**src/design/pwm_fault_regs.svh**
```systemverilog
// Purpose: Constants for the PWM fault/dither block
// Assumes: Included by bare name
// Notes: Mode codes, counter width and reset values
`ifndef PWM_FAULT_REGS_SVH
`define PWM_FAULT_REGS_SVH
`define CNT_W 12
`define DITHER_W 4
`define MODE_W 4
`define MODE_NONE 4'h0
`define MODE_WAIT_OTHER 4'h1
`define MODE_OTHER_WAIT 4'h2
`define MODE_REPEAT_OTHER 4'h3
`define MODE_STOP_ALL 4'h4
`define MODE_DEAD_ONLY 4'h5
`define MODE_HALT_ALL 4'h6
`define MODE_HALT_SW 4'h7
`define MODE_EDGE_JUMP 4'h8
`define MODE_EDGE_BLOCK 4'h9
`define MODE_LEVEL_BLOCK 4'ha
`define RST_LEN 12'h010
`define RST_DITHER 4'h0
`endif

```
**src/design/pwm_fault_pkg.sv**
```systemverilog
// Purpose: Types for the PWM fault/dither block
// Assumes: Nothing
// Notes: Phase enumeration of the timer cycle
package pwm_fault_pkg;
    typedef enum logic [1:0] {GAP_A, ON_A, GAP_B, ON_B} phase_t;
endpackage

```
**src/design/dither_accum.sv**
```systemverilog
// Purpose: Fractional error accumulator for period dithering
// Assumes: step pulses once per timer cycle
// Notes: extra pulses for one cycle when the sum wraps
`timescale 1ns/1ps
`include "pwm_fault_regs.svh"
module dither_accum #(
    parameter int W = `DITHER_W
) (
    // Clock and reset
    input wire logic mclk,
    input wire logic rst,
    // Control
    input wire logic step,
    input wire logic [W-1:0] frac,
    // Result
    output logic extra
);
    logic [W-1:0] acc;
    wire logic [W:0] sum = {1'b0, acc} + {1'b0, frac};

    initial
    begin
        if (W < 1 || W > 16)
            $error("dither width out of range");
    end

    // Accumulate once per cycle, flag on carry
    always_ff @(posedge mclk or posedge rst)
    begin
        if (rst)
        begin
            acc <= '0;
            extra <= 1'b0;
        end
        else
        begin
            extra <= step & sum[W];
            if (step)
                acc <= sum[W-1:0];
        end
    end
endmodule

```
**src/design/pwm_fault_dither.sv**
```systemverilog
// Purpose: Fault input modes and dither for a two-output PWM timer
// Assumes: Event inputs asynchronous, synchronised here; one clock
// Notes: Cycle is gap A, on A, gap B, on B, each a programmed length
//
// Functional notes
// - Mode 9: rising edge during on-time blanks that output for rest of on-time
// - Mode 9: counter sequence and period unaffected
// - Mode 10: output held off while its input is active, A to A, B to B
// - Mode 10: released mid on-time, output stays off until on-time ends
// - Mode 10: counter sequence unaffected
// - Mode 1: end on-time and wait; on release start other gap
// - Mode 2: end on-time, run other cycle, wait; release restarts current gap
// - Mode 3: finish on-time, repeat other cycle; release re-enables current
// - Mode 6: either input ends both on-times, halts; release starts other gap
// - Mode 7: either input halts until restart; resume at current gap
// - Mode 8: edge ends associated on-time, jump to other gap
// - Dither adds fractional error to accumulator once per timer cycle
// - Accumulator overflow inserts one extra count in selected phase
// - Mode 4: either input blanks both outputs while active; counter unaffected
// - Mode 5: dead-times alternate while active; finish gap after release
`timescale 1ns/1ps
`include "pwm_fault_regs.svh"
module pwm_fault_dither #(
    parameter int CW = `CNT_W,
    parameter int DW = `DITHER_W
) (
    // Clock and reset
    input wire logic mclk,
    input wire logic rst,
    // Event inputs and modes
    input wire logic event_a,
    input wire logic event_b,
    input wire logic [`MODE_W-1:0] fault_mode_code_a,
    input wire logic [`MODE_W-1:0] fault_mode_code_b,
    input wire logic restart,
    // Phase lengths and dither
    input wire logic [CW-1:0] len_gap_a,
    input wire logic [CW-1:0] len_on_a,
    input wire logic [CW-1:0] len_gap_b,
    input wire logic [CW-1:0] len_on_b,
    input wire logic [DW-1:0] dither_frac,
    input wire logic dither_on_b,
    // Outputs
    output logic wave_out_a,
    output logic wave_out_b,
    output pwm_fault_pkg::phase_t phase
);
    import pwm_fault_pkg::*;

    initial
    begin
        if (CW < 2 || CW > 16)
            $error("counter width out of range");
    end

    // Two-stage synchronisers
    logic [1:0] sync_a, sync_b;
    logic ev_a, ev_b, ev_a_d, ev_b_d;
    always_ff @(posedge mclk or posedge rst)
    begin
        if (rst)
        begin
            sync_a <= 2'h0;
            sync_b <= 2'h0;
            ev_a_d <= 1'b0;
            ev_b_d <= 1'b0;
        end
        else
        begin
            sync_a <= {sync_a[0], event_a};
            sync_b <= {sync_b[0], event_b};
            ev_a_d <= sync_a[1];
            ev_b_d <= sync_b[1];
        end
    end
    assign ev_a = sync_a[1];
    assign ev_b = sync_b[1];
    wire logic rise_a = ev_a & ~ev_a_d;
    wire logic rise_b = ev_b & ~ev_b_d;

    // Mode decode per input
    function automatic logic hit(input logic [`MODE_W-1:0] m, input logic [`MODE_W-1:0] c);
        hit = (m == c);
    endfunction
    wire logic [`MODE_W-1:0] ma = fault_mode_code_a;
    wire logic [`MODE_W-1:0] mb = fault_mode_code_b;
    // Either-input modes: any input in that mode triggers both outputs
    wire logic all4 = (hit(ma, `MODE_STOP_ALL) & ev_a) | (hit(mb, `MODE_STOP_ALL) & ev_b);
    wire logic all5 = (hit(ma, `MODE_DEAD_ONLY) & ev_a) | (hit(mb, `MODE_DEAD_ONLY) & ev_b);
    wire logic all6 = (hit(ma, `MODE_HALT_ALL) & ev_a) | (hit(mb, `MODE_HALT_ALL) & ev_b);
    wire logic all7 = (hit(ma, `MODE_HALT_SW) & ev_a) | (hit(mb, `MODE_HALT_SW) & ev_b);
    // Per-output fault levels for modes 1..3 and 10, rising edges for modes 8 and 9
    wire logic f1a = hit(ma, `MODE_WAIT_OTHER) & ev_a;
    wire logic f1b = hit(mb, `MODE_WAIT_OTHER) & ev_b;
    wire logic f2a = hit(ma, `MODE_OTHER_WAIT) & ev_a;
    wire logic f2b = hit(mb, `MODE_OTHER_WAIT) & ev_b;
    wire logic f3a = hit(ma, `MODE_REPEAT_OTHER) & ev_a;
    wire logic f3b = hit(mb, `MODE_REPEAT_OTHER) & ev_b;
    wire logic e8a = hit(ma, `MODE_EDGE_JUMP) & rise_a;
    wire logic e8b = hit(mb, `MODE_EDGE_JUMP) & rise_b;
    wire logic e9a = hit(ma, `MODE_EDGE_BLOCK) & rise_a;
    wire logic e9b = hit(mb, `MODE_EDGE_BLOCK) & rise_b;
    wire logic l10a = hit(ma, `MODE_LEVEL_BLOCK) & ev_a;
    wire logic l10b = hit(mb, `MODE_LEVEL_BLOCK) & ev_b;

    // Counter state
    phase_t next_phase;
    logic [CW-1:0] cnt;
    logic halt_sw;        // Mode 7 latch, cleared by restart
    logic blank_a, blank_b; // Rest-of-on-time blanking
    logic pend_b, pend_a;   // Mode 2 wait after other cycle

    wire logic [CW-1:0] cur_len = (phase == GAP_A) ? len_gap_a :
                                  (phase == ON_A) ? len_on_a :
                                  (phase == GAP_B) ? len_gap_b : len_on_b;
    wire logic extra;
    logic stretch;
    wire logic in_on_a = (phase == ON_A);
    wire logic in_on_b = (phase == ON_B);
    wire logic stretch_ph = dither_on_b ? in_on_b : (phase == GAP_B);
    // Stretch holds off the end only in the selected phase, else the cycle locks up
    wire logic at_end = (cnt >= cur_len) & ~(stretch & stretch_ph);
    wire logic cyc_end = at_end & in_on_b;

    // Waiting: counter stalls (modes 1, 2, 6, 7)
    // Mode 2 waits at its own gap only after the other cycle has run
    wire logic wait_a = (f1a & (phase == GAP_B)) | (pend_a & f2a & (phase == GAP_A));
    wire logic wait_b = (f1b & (phase == GAP_A)) | (pend_b & f2b & (phase == GAP_B));
    wire logic stall = wait_a | wait_b | all6 | all7 | halt_sw;

    // Next phase: jumps end on-times early, else natural advance
    always_comb
    begin
        next_phase = phase;
        if ((all6 | all7) & (in_on_a | in_on_b))
            next_phase = in_on_a ? GAP_B : GAP_A;
        else if (((f1a | f2a | e8a) & in_on_a) | (all5 & in_on_a))
            next_phase = GAP_B;
        else if (((f1b | f2b | e8b) & in_on_b) | (all5 & in_on_b))
            next_phase = GAP_A;
        else if (stall)
            next_phase = phase;
        else if (at_end)
        begin
            case (phase)
                GAP_A: next_phase = (all5 | f3a) ? GAP_B : ON_A;
                ON_A: next_phase = GAP_B;
                GAP_B: next_phase = (all5 | f3b) ? GAP_A : ON_B;
                ON_B: next_phase = GAP_A;
                default: next_phase = GAP_A;
            endcase
        end
    end

    wire logic moved = (next_phase != phase);

    dither_accum #(.W(DW)) u_dither (
        .mclk(mclk),
        .rst(rst),
        .step(cyc_end & ~stall),
        .frac(dither_frac),
        .extra(extra)
    );

    // Sequencer registers
    always_ff @(posedge mclk or posedge rst)
    begin
        if (rst)
        begin
            phase <= GAP_A;
            cnt <= '0;
            halt_sw <= 1'b0;
            pend_a <= 1'b0;
            pend_b <= 1'b0;
            stretch <= 1'b0;
        end
        else
        begin
            phase <= next_phase;
            if (moved)
                cnt <= '0;
            else if (!stall)
                cnt <= cnt + 1'b1;
            if (restart)
                halt_sw <= 1'b0;
            else if (all7)
                halt_sw <= 1'b1;
            // Mode 2: after the other cycle, wait at current gap
            if (f2a & in_on_a & moved)
                pend_a <= 1'b1;
            else if (~f2a)
                pend_a <= 1'b0;
            if (f2b & in_on_b & moved)
                pend_b <= 1'b1;
            else if (~f2b)
                pend_b <= 1'b0;
            // One extra count in the selected phase after overflow
            if (extra)
                stretch <= 1'b1;
            else if (stretch & stretch_ph & (cnt >= cur_len))
                stretch <= 1'b0;
        end
    end

    // Output blanking, held to end of on-time; gating follows the phase being entered
    wire logic hold_a = (e9a & in_on_a) | l10a;
    wire logic hold_b = (e9b & in_on_b) | l10b;
    wire logic enter_on_a = (next_phase == ON_A);
    wire logic enter_on_b = (next_phase == ON_B);
    // Modes 1, 2, 4 and 5 keep the on-time dark from its first cycle
    wire logic cut_a = f1a | f2a | all4 | all5;
    wire logic cut_b = f1b | f2b | all4 | all5;
    wire logic next_wave_a = enter_on_a & ~blank_a & ~hold_a & ~cut_a;
    wire logic next_wave_b = enter_on_b & ~blank_b & ~hold_b & ~cut_b;

    // Blanks clear only when the on-time ends; counter is untouched
    always_ff @(posedge mclk or posedge rst)
    begin
        if (rst)
        begin
            blank_a <= 1'b0;
            blank_b <= 1'b0;
            wave_out_a <= 1'b0;
            wave_out_b <= 1'b0;
        end
        else
        begin
            if (!enter_on_a)
                blank_a <= 1'b0;
            else if (hold_a)
                blank_a <= 1'b1;
            if (!enter_on_b)
                blank_b <= 1'b0;
            else if (hold_b)
                blank_b <= 1'b1;
            wave_out_a <= next_wave_a;
            wave_out_b <= next_wave_b;
        end
    end
    // Codes 0 and 11..15 decode to nothing above, so take no action
endmodule

```
**config.mk**
```make
export PLATFORM = sky130hd
export DESIGN_NAME = pwm_fault_dither
export DESIGN_NICKNAME = d
export VERILOG_FILES = /design/src/design/pwm_fault_pkg.sv /design/src/design/dither_accum.sv /design/src/design/pwm_fault_dither.sv
export VERILOG_INCLUDE_DIRS = /design/src /design/src/design
export SDC_FILE = /design/constraint.sdc
export NUM_CORES = 1
export LEC_CHECK = 0
export BUFFER_PORTS_ARGS = -buffer_cell sky130_fd_sc_hd__buf_2
export CORE_MARGIN = 10
export CORE_UTILIZATION = 46
export DETAILED_ROUTE_END_ITERATION = 8
export PLACE_DENSITY_LB_ADDON = 0.2
export SYNTH_ARGS = -nofsm -noshare
export SYNTH_HDL_FRONTEND = slang
export SYNTH_SLANG_ARGS = --single-unit
export TNS_END_PERCENT = 100
```
**constraint.sdc**
```tcl
create_clock -name mclk -period 5.9 [get_ports mclk]
set_input_delay 1.18 -clock mclk [delete_from_list [all_inputs] [get_ports mclk]]
set_output_delay 1.18 -clock mclk [all_outputs]
set_load 0.05 [all_outputs]
```
Yosys cells after proc, flatten, opt, wreduce, memory -nomap -nowiden
Index checks and enable logic that the tools add are counted.
W data, S select, Z words.

cells by class
  add/sub/neg operators = 2
  muxes and demuxes = 27
  reductions and logical operators = 3
  bitwise operators = 87
  equality and inequality tests = 31
  magnitude comparators = 1

operators by type and width
  operator                 number
  $mux W12                 5
  $and A1 B1 Y1            51
  $eq A4 B3 Y1 const B     8
  $or A1 B1 Y1             26
  $eq A4 B4 Y1 const B     6
  $eq A4 B2 Y1 const B     4
  $mux W2                  8
  $mux W1                  13
  $add A12 B1 Y12 const B  1
  $ge A12 B12 Y1           1
  $not A1 Y1               10
  $eq A4 B1 Y1 const B     2
  $pmux W2 S4              1
  $eq A2 B2 Y1 const B     3
  $ne A2 B1 Y1 const B     3
  $add A4 B4 Y5            1
  $eq A2 B1 Y1 const B     2
  $ne A2 B2 Y1 const B     2
  $reduce_bool A2 Y1       2
  $logic_not A2 Y1         1
  $ne A2 B2 Y1             1

word-level totals
  input port bits = 66
  bits in registers = 33
  output and inout port bits = 4
  word-level logic and storage cells = 167

Longest topological paths before layout
  depth in word-level cells = 17
  gate-level depth with buffers = 12
  mapped depth without buffers = 9

Cells and area by module
Synthesis repeated with hierarchy kept, for this count alone.

second synthesis, totals
  cell total of the unflattened synthesis = 261
  area, all modules = 2546.2 um2

by module, submodules not included
  module            sequential area each (um2)  instances  area each (um2)  cells an instance
  pwm_fault_dither  700.7                       1          2208.4           230
  dither_accum      125.1                       1          337.8            31

Worst setup path after synthesis
No wires, ideal clock.

  path kind = reg-to-reg
  from = register phase[0]
  to = register u_dither.acc[0]
  cell stages (with the launch flop) = 12
  required time = 5.772 ns
  library setup time = 0.128 ns
  arrival time = 3.847 ns
  path slack = 1.926 ns
  period minus slack after synthesis = 3.974 ns
  buffers on the path = 3
  path through = dfrtp_1 -> buf_1 -> buf_1 -> mux4_2 -> ha_1 -> nor2b_1 -> o21ai_0 -> a21oi_1 -> o21a_1 -> or4_1 -> buf_2 -> mux2_1

between the ends
  cells in the longest elaborated chain, start to end = 9
  elaborated cells between the ends (all ways) = 25
  those cells by class = order compare: 1; eq/ne: 3; mux: 4; bitwise: 16; reduce/logical: 1

RTL lines
  what                                                                    RTL line                 source
  start: declaration                                                      pwm_fault_dither.sv:46   output pwm_fault_pkg::phase_t phase
  start signal: assignment                                                pwm_fault_dither.sv:179  phase <= next_phase;
  parallel branches: the longest is 8 deep, another holds $ge A12 B12 Y1  n/a
  $and A1 B1 Y1 *                                                         pwm_fault_dither.sv:160  .step(cyc_end & ~stall),
  end signal: assignment                                                  dither_accum.sv:39       acc <= sum[W-1:0];
  end: declaration                                                        dither_accum.sv:18       logic [W-1:0] acc;

Every way passes the cells marked *.
A chain may end at the register's enable or synchronous reset.

Worst setup path after layout
  from = input port len_on_b[0]
  to = register u_dither.acc[3]

between the ends
  cells in the longest elaborated chain, start to end = 7

RTL lines
  what                RTL line                 source
  start: declaration  pwm_fault_dither.sv:40   input wire logic [CW-1:0] len_on_b,
  $mux W12            pwm_fault_dither.sv:115  (phase == GAP_B) ? len_gap_b : len_on_b;
  $mux W12            pwm_fault_dither.sv:114  (phase == ON_A) ? len_on_a :
  $mux W12            pwm_fault_dither.sv:113  wire logic [CW-1:0] cur_len = (phase == GAP_A) ? len_gap_a :
  $ge A12 B12 Y1      pwm_fault_dither.sv:122  wire logic at_end = (cnt >= cur_len) & ~(stretch & stretch_ph);
  $and A1 B1 Y1       pwm_fault_dither.sv:122
  $and A1 B1 Y1       pwm_fault_dither.sv:123  wire logic cyc_end = at_end & in_on_b;
  $and A1 B1 Y1       pwm_fault_dither.sv:160

Every way passes these cells.

==> flow_summary.yaml <==
worst_setup_path:
  r2r_start: "phase[1]"
  worstSetupStartpointType: "primary input"
  worst-path-stages: 9
  cp-end-kind: "register"
  critPathRequiredTime_ps: 6070
  cp_data_arrival_time_ps: 3600
  regToRegEndpoint: "u_dither.acc[3]"
  slowest_delay_ps: 660
  crit_end: "u_dither.acc[3]"
  cp_cell_sequence: "buf_2 > mux4_2 > ha_1 > nor2b_1 > o21ai_0 > a21oi_1 > o21a_1 > or4_1 > mux2_1"
  critical_path.top_delay_family: "multiplexers"
  rr_worst_depth: 9
  crit_slowest_cell: "or4_1"
  crit_fanout: 7
  crit_buf_inv: 1
  r2r_slack_ps: 2490
  crit_start: "len_on_b[0]"
  path_class: "in2reg"
timing:
  timing.slew.headroom_pct: 37.9
  rsz0062_at_grt: "false"
  fin_crit_sh_pct: 58.1
  fmax_mhz: 292
  hold_viol_final: 0
  fin_hold_ws_ps: 351
  tightest_slew_ps: 932
  worst_slack_ps: 2470
  tns_ps: 0
  fin_crit_ps: 3430
  setup_viol: 0
  drv_slew: 0
  finalClockSkew_ps: 4.31
die:
  initial_core_util_pct: 47.7
  die_w_um: 93.0
  die-area_mm2: 0.00865
  rows: 26
  io_pins: 70
  die_y_um: 93.0
  core_mm2: 0.00514
clock_network:
  htree_levels: 2
  cts_repair_resize_count: 0
  post_cts_buffers: 0
  cts_buffer_depth: 2
  path_clk_slew_ps: 70
  cts_tree: "done"
  clock_latency_ps: 290
  cts_buffers: 5
  cts.sinks: 33
  clk_root_buffer_cell: "clkbuf_8"
  ctsHoldBuffers: 0
yosys:
  yosys-top-cells-area: "dfrtp_1, mux4_2, ha_1, a21oi_1, inv_1"
  yosysSeqAreaShare_pct: 33.7
  ys.flop_type: "dfrtp_1"
  async_flop_share_pct: 100
  synth_edf_count: 0
  yosysTopAreaCell: "dfrtp_1"
  syn-num-nets: 334
  syn_area_per_cell_um2: 9.81
  synth_common_cells: "dfrtp_1, inv_1, a21oi_1, ha_1, nor2_1"
  syn-cell-area_mm2: 0.00245
  yosys.area.top_type_share_pct: 33.7
  yosys_warnings: 0
  yosysMostFrequentCell: "dfrtp_1"
  ys_types: 50
  syn_inst: 250
  ys_ff_latch: 33
status:
  status: "finished clean"
global_routing:
  grt-ovfl-total: 0
  grt_max_degree: 34
  antenna_found_initial: 0
  grtUsageTotal_pct: 15.0
  grt_pass1_wl_mm: 10.7
  first_global_vias: 2314
place:
  io_buffers: 69
  place_congestion: 0.827
  dp_hpwl_mm: 5.09
  post-place-ws_ps: 2160
cells_and_area:
  nets: 404
  n_antenna_cell: 0
  area_growth_pct: 20.4
  fillCellCount: 505
  fin_util_pct: 57.4
  drive_gt1_share_pct: 29.3
worst_hold_path:
  hold_class: "reg2reg"
  min_from: "sync_a[0]"
detailed_routing:
  via_per_inst: 5.88
  drtIter0Drc: 104
  routedWlPerCell_um: 16.3
  ant_nets: 0
  wirelength_mm: 6.39
  dr.pass1.iters: 5
  vias: 2300
  drc_errors: 0
power:
  leakage_nw: 1.41
  ir_worst_vdd_uv: 153
  powerDensity_mw_per_mm2: 274
  p_total_mw: 0.810
flow_run:
  maxCapViolCount: 0
[flip-flops by register name (all words and copies together), names as in the netlist, 2 cells and up]
register,cells
cnt,12
phase,2
sync_a,2
sync_b,2
u_dither.acc,4
[logic make-up (layout without fill, tap and decap cells)]
| group | after synthesis | in the layout | synth area share [%] |
|---|---|---|---|
| simple gates | 81 | 81 | 18.6 |
| compound gates | 63 | 63 | 17.4 |
| flops | 33 | 33 | 33.7 |
| buf+inv | 30 | 101 | 4.80 |
| fa+ha+maj | 18 | 18 | 9.49 |
| mux | 16 | 16 | 12.8 |
| xor+xnor | 9 | 9 | 3.21 |
[cells in the final DEF (no fill, tap or decap), drive strengths merged, types with 3 or more instances in the layout]
| cell | count |
|---|---|
| a211oi | 4 |
| a21o | 7 |
| a21oi | 17 |
| a221oi | 4 |
| a31oi | 4 |
| buf | 72 |
| clkbuf | 6 |
| dfrtp | 33 |
| ha | 17 |
| inv | 21 |
| mux2 | 3 |
| mux4 | 12 |
| nand2 | 13 |
| nand3 | 8 |
| nand4 | 9 |
| nor2 | 16 |
| nor2b | 7 |
| nor3 | 3 |
| nor3b | 4 |
| nor4b | 5 |
| o21ai | 9 |
| or3 | 3 |
| xnor2 | 9 |
[final cells by class]
class	instances	area [um2]	area share (%)
Timing Repair Buffer	72	368	12.5
Clock buffer	6	72.6	2.46
Multi-Input combinational cell	187	1510	51.1
Inverter	21	78.8	2.67
Clock inverter	2	10.0	0.339
Sequential cell	33	826	28.0
Tap cell	70	87.6	2.97
[worst min-delay path by stage]
stage                           end  slack (ps)  cells after the start
after floorplan           sync_a[1]         330                      0
after global placement    sync_a[1]         330                      0
after detailed placement  sync_a[1]         340                      0
after CTS                 sync_a[1]         350                      0
after global routing      sync_b[1]         360                      0
final                     sync_a[1]         350                      0
[through the flow]
step,cells,instance area (um2)
after CTS,391,2950
after floorplan,250,2450
after global placement,383,2870
after global routing,391,2950
after detailed placement,383,2870
final,391,2950
[power breakdown]
group	switching, mW	leakage, nW	total, mW	internal [mW]
Combinational	0.167	0.937	0.323	0.155
Clock	0.0839	0.0450	0.166	0.0817
Sequential	0.0650	0.429	0.322	0.257
Total	0.316	1.41	0.810	0.494
[per-layer routing]
layer | track usage, % | wire length [um] | up-vias
met5 | 0 | 0 | -
met4 | 4.11 | 79 | 0
met3 | 3.76 | 396 | 11
met2 | 26.5 | 3260 | 88
met1 | 17.7 | 2660 | 1114
li1 | - | - | 1087
No activity file was read; power rests on OpenSTA's default activity.
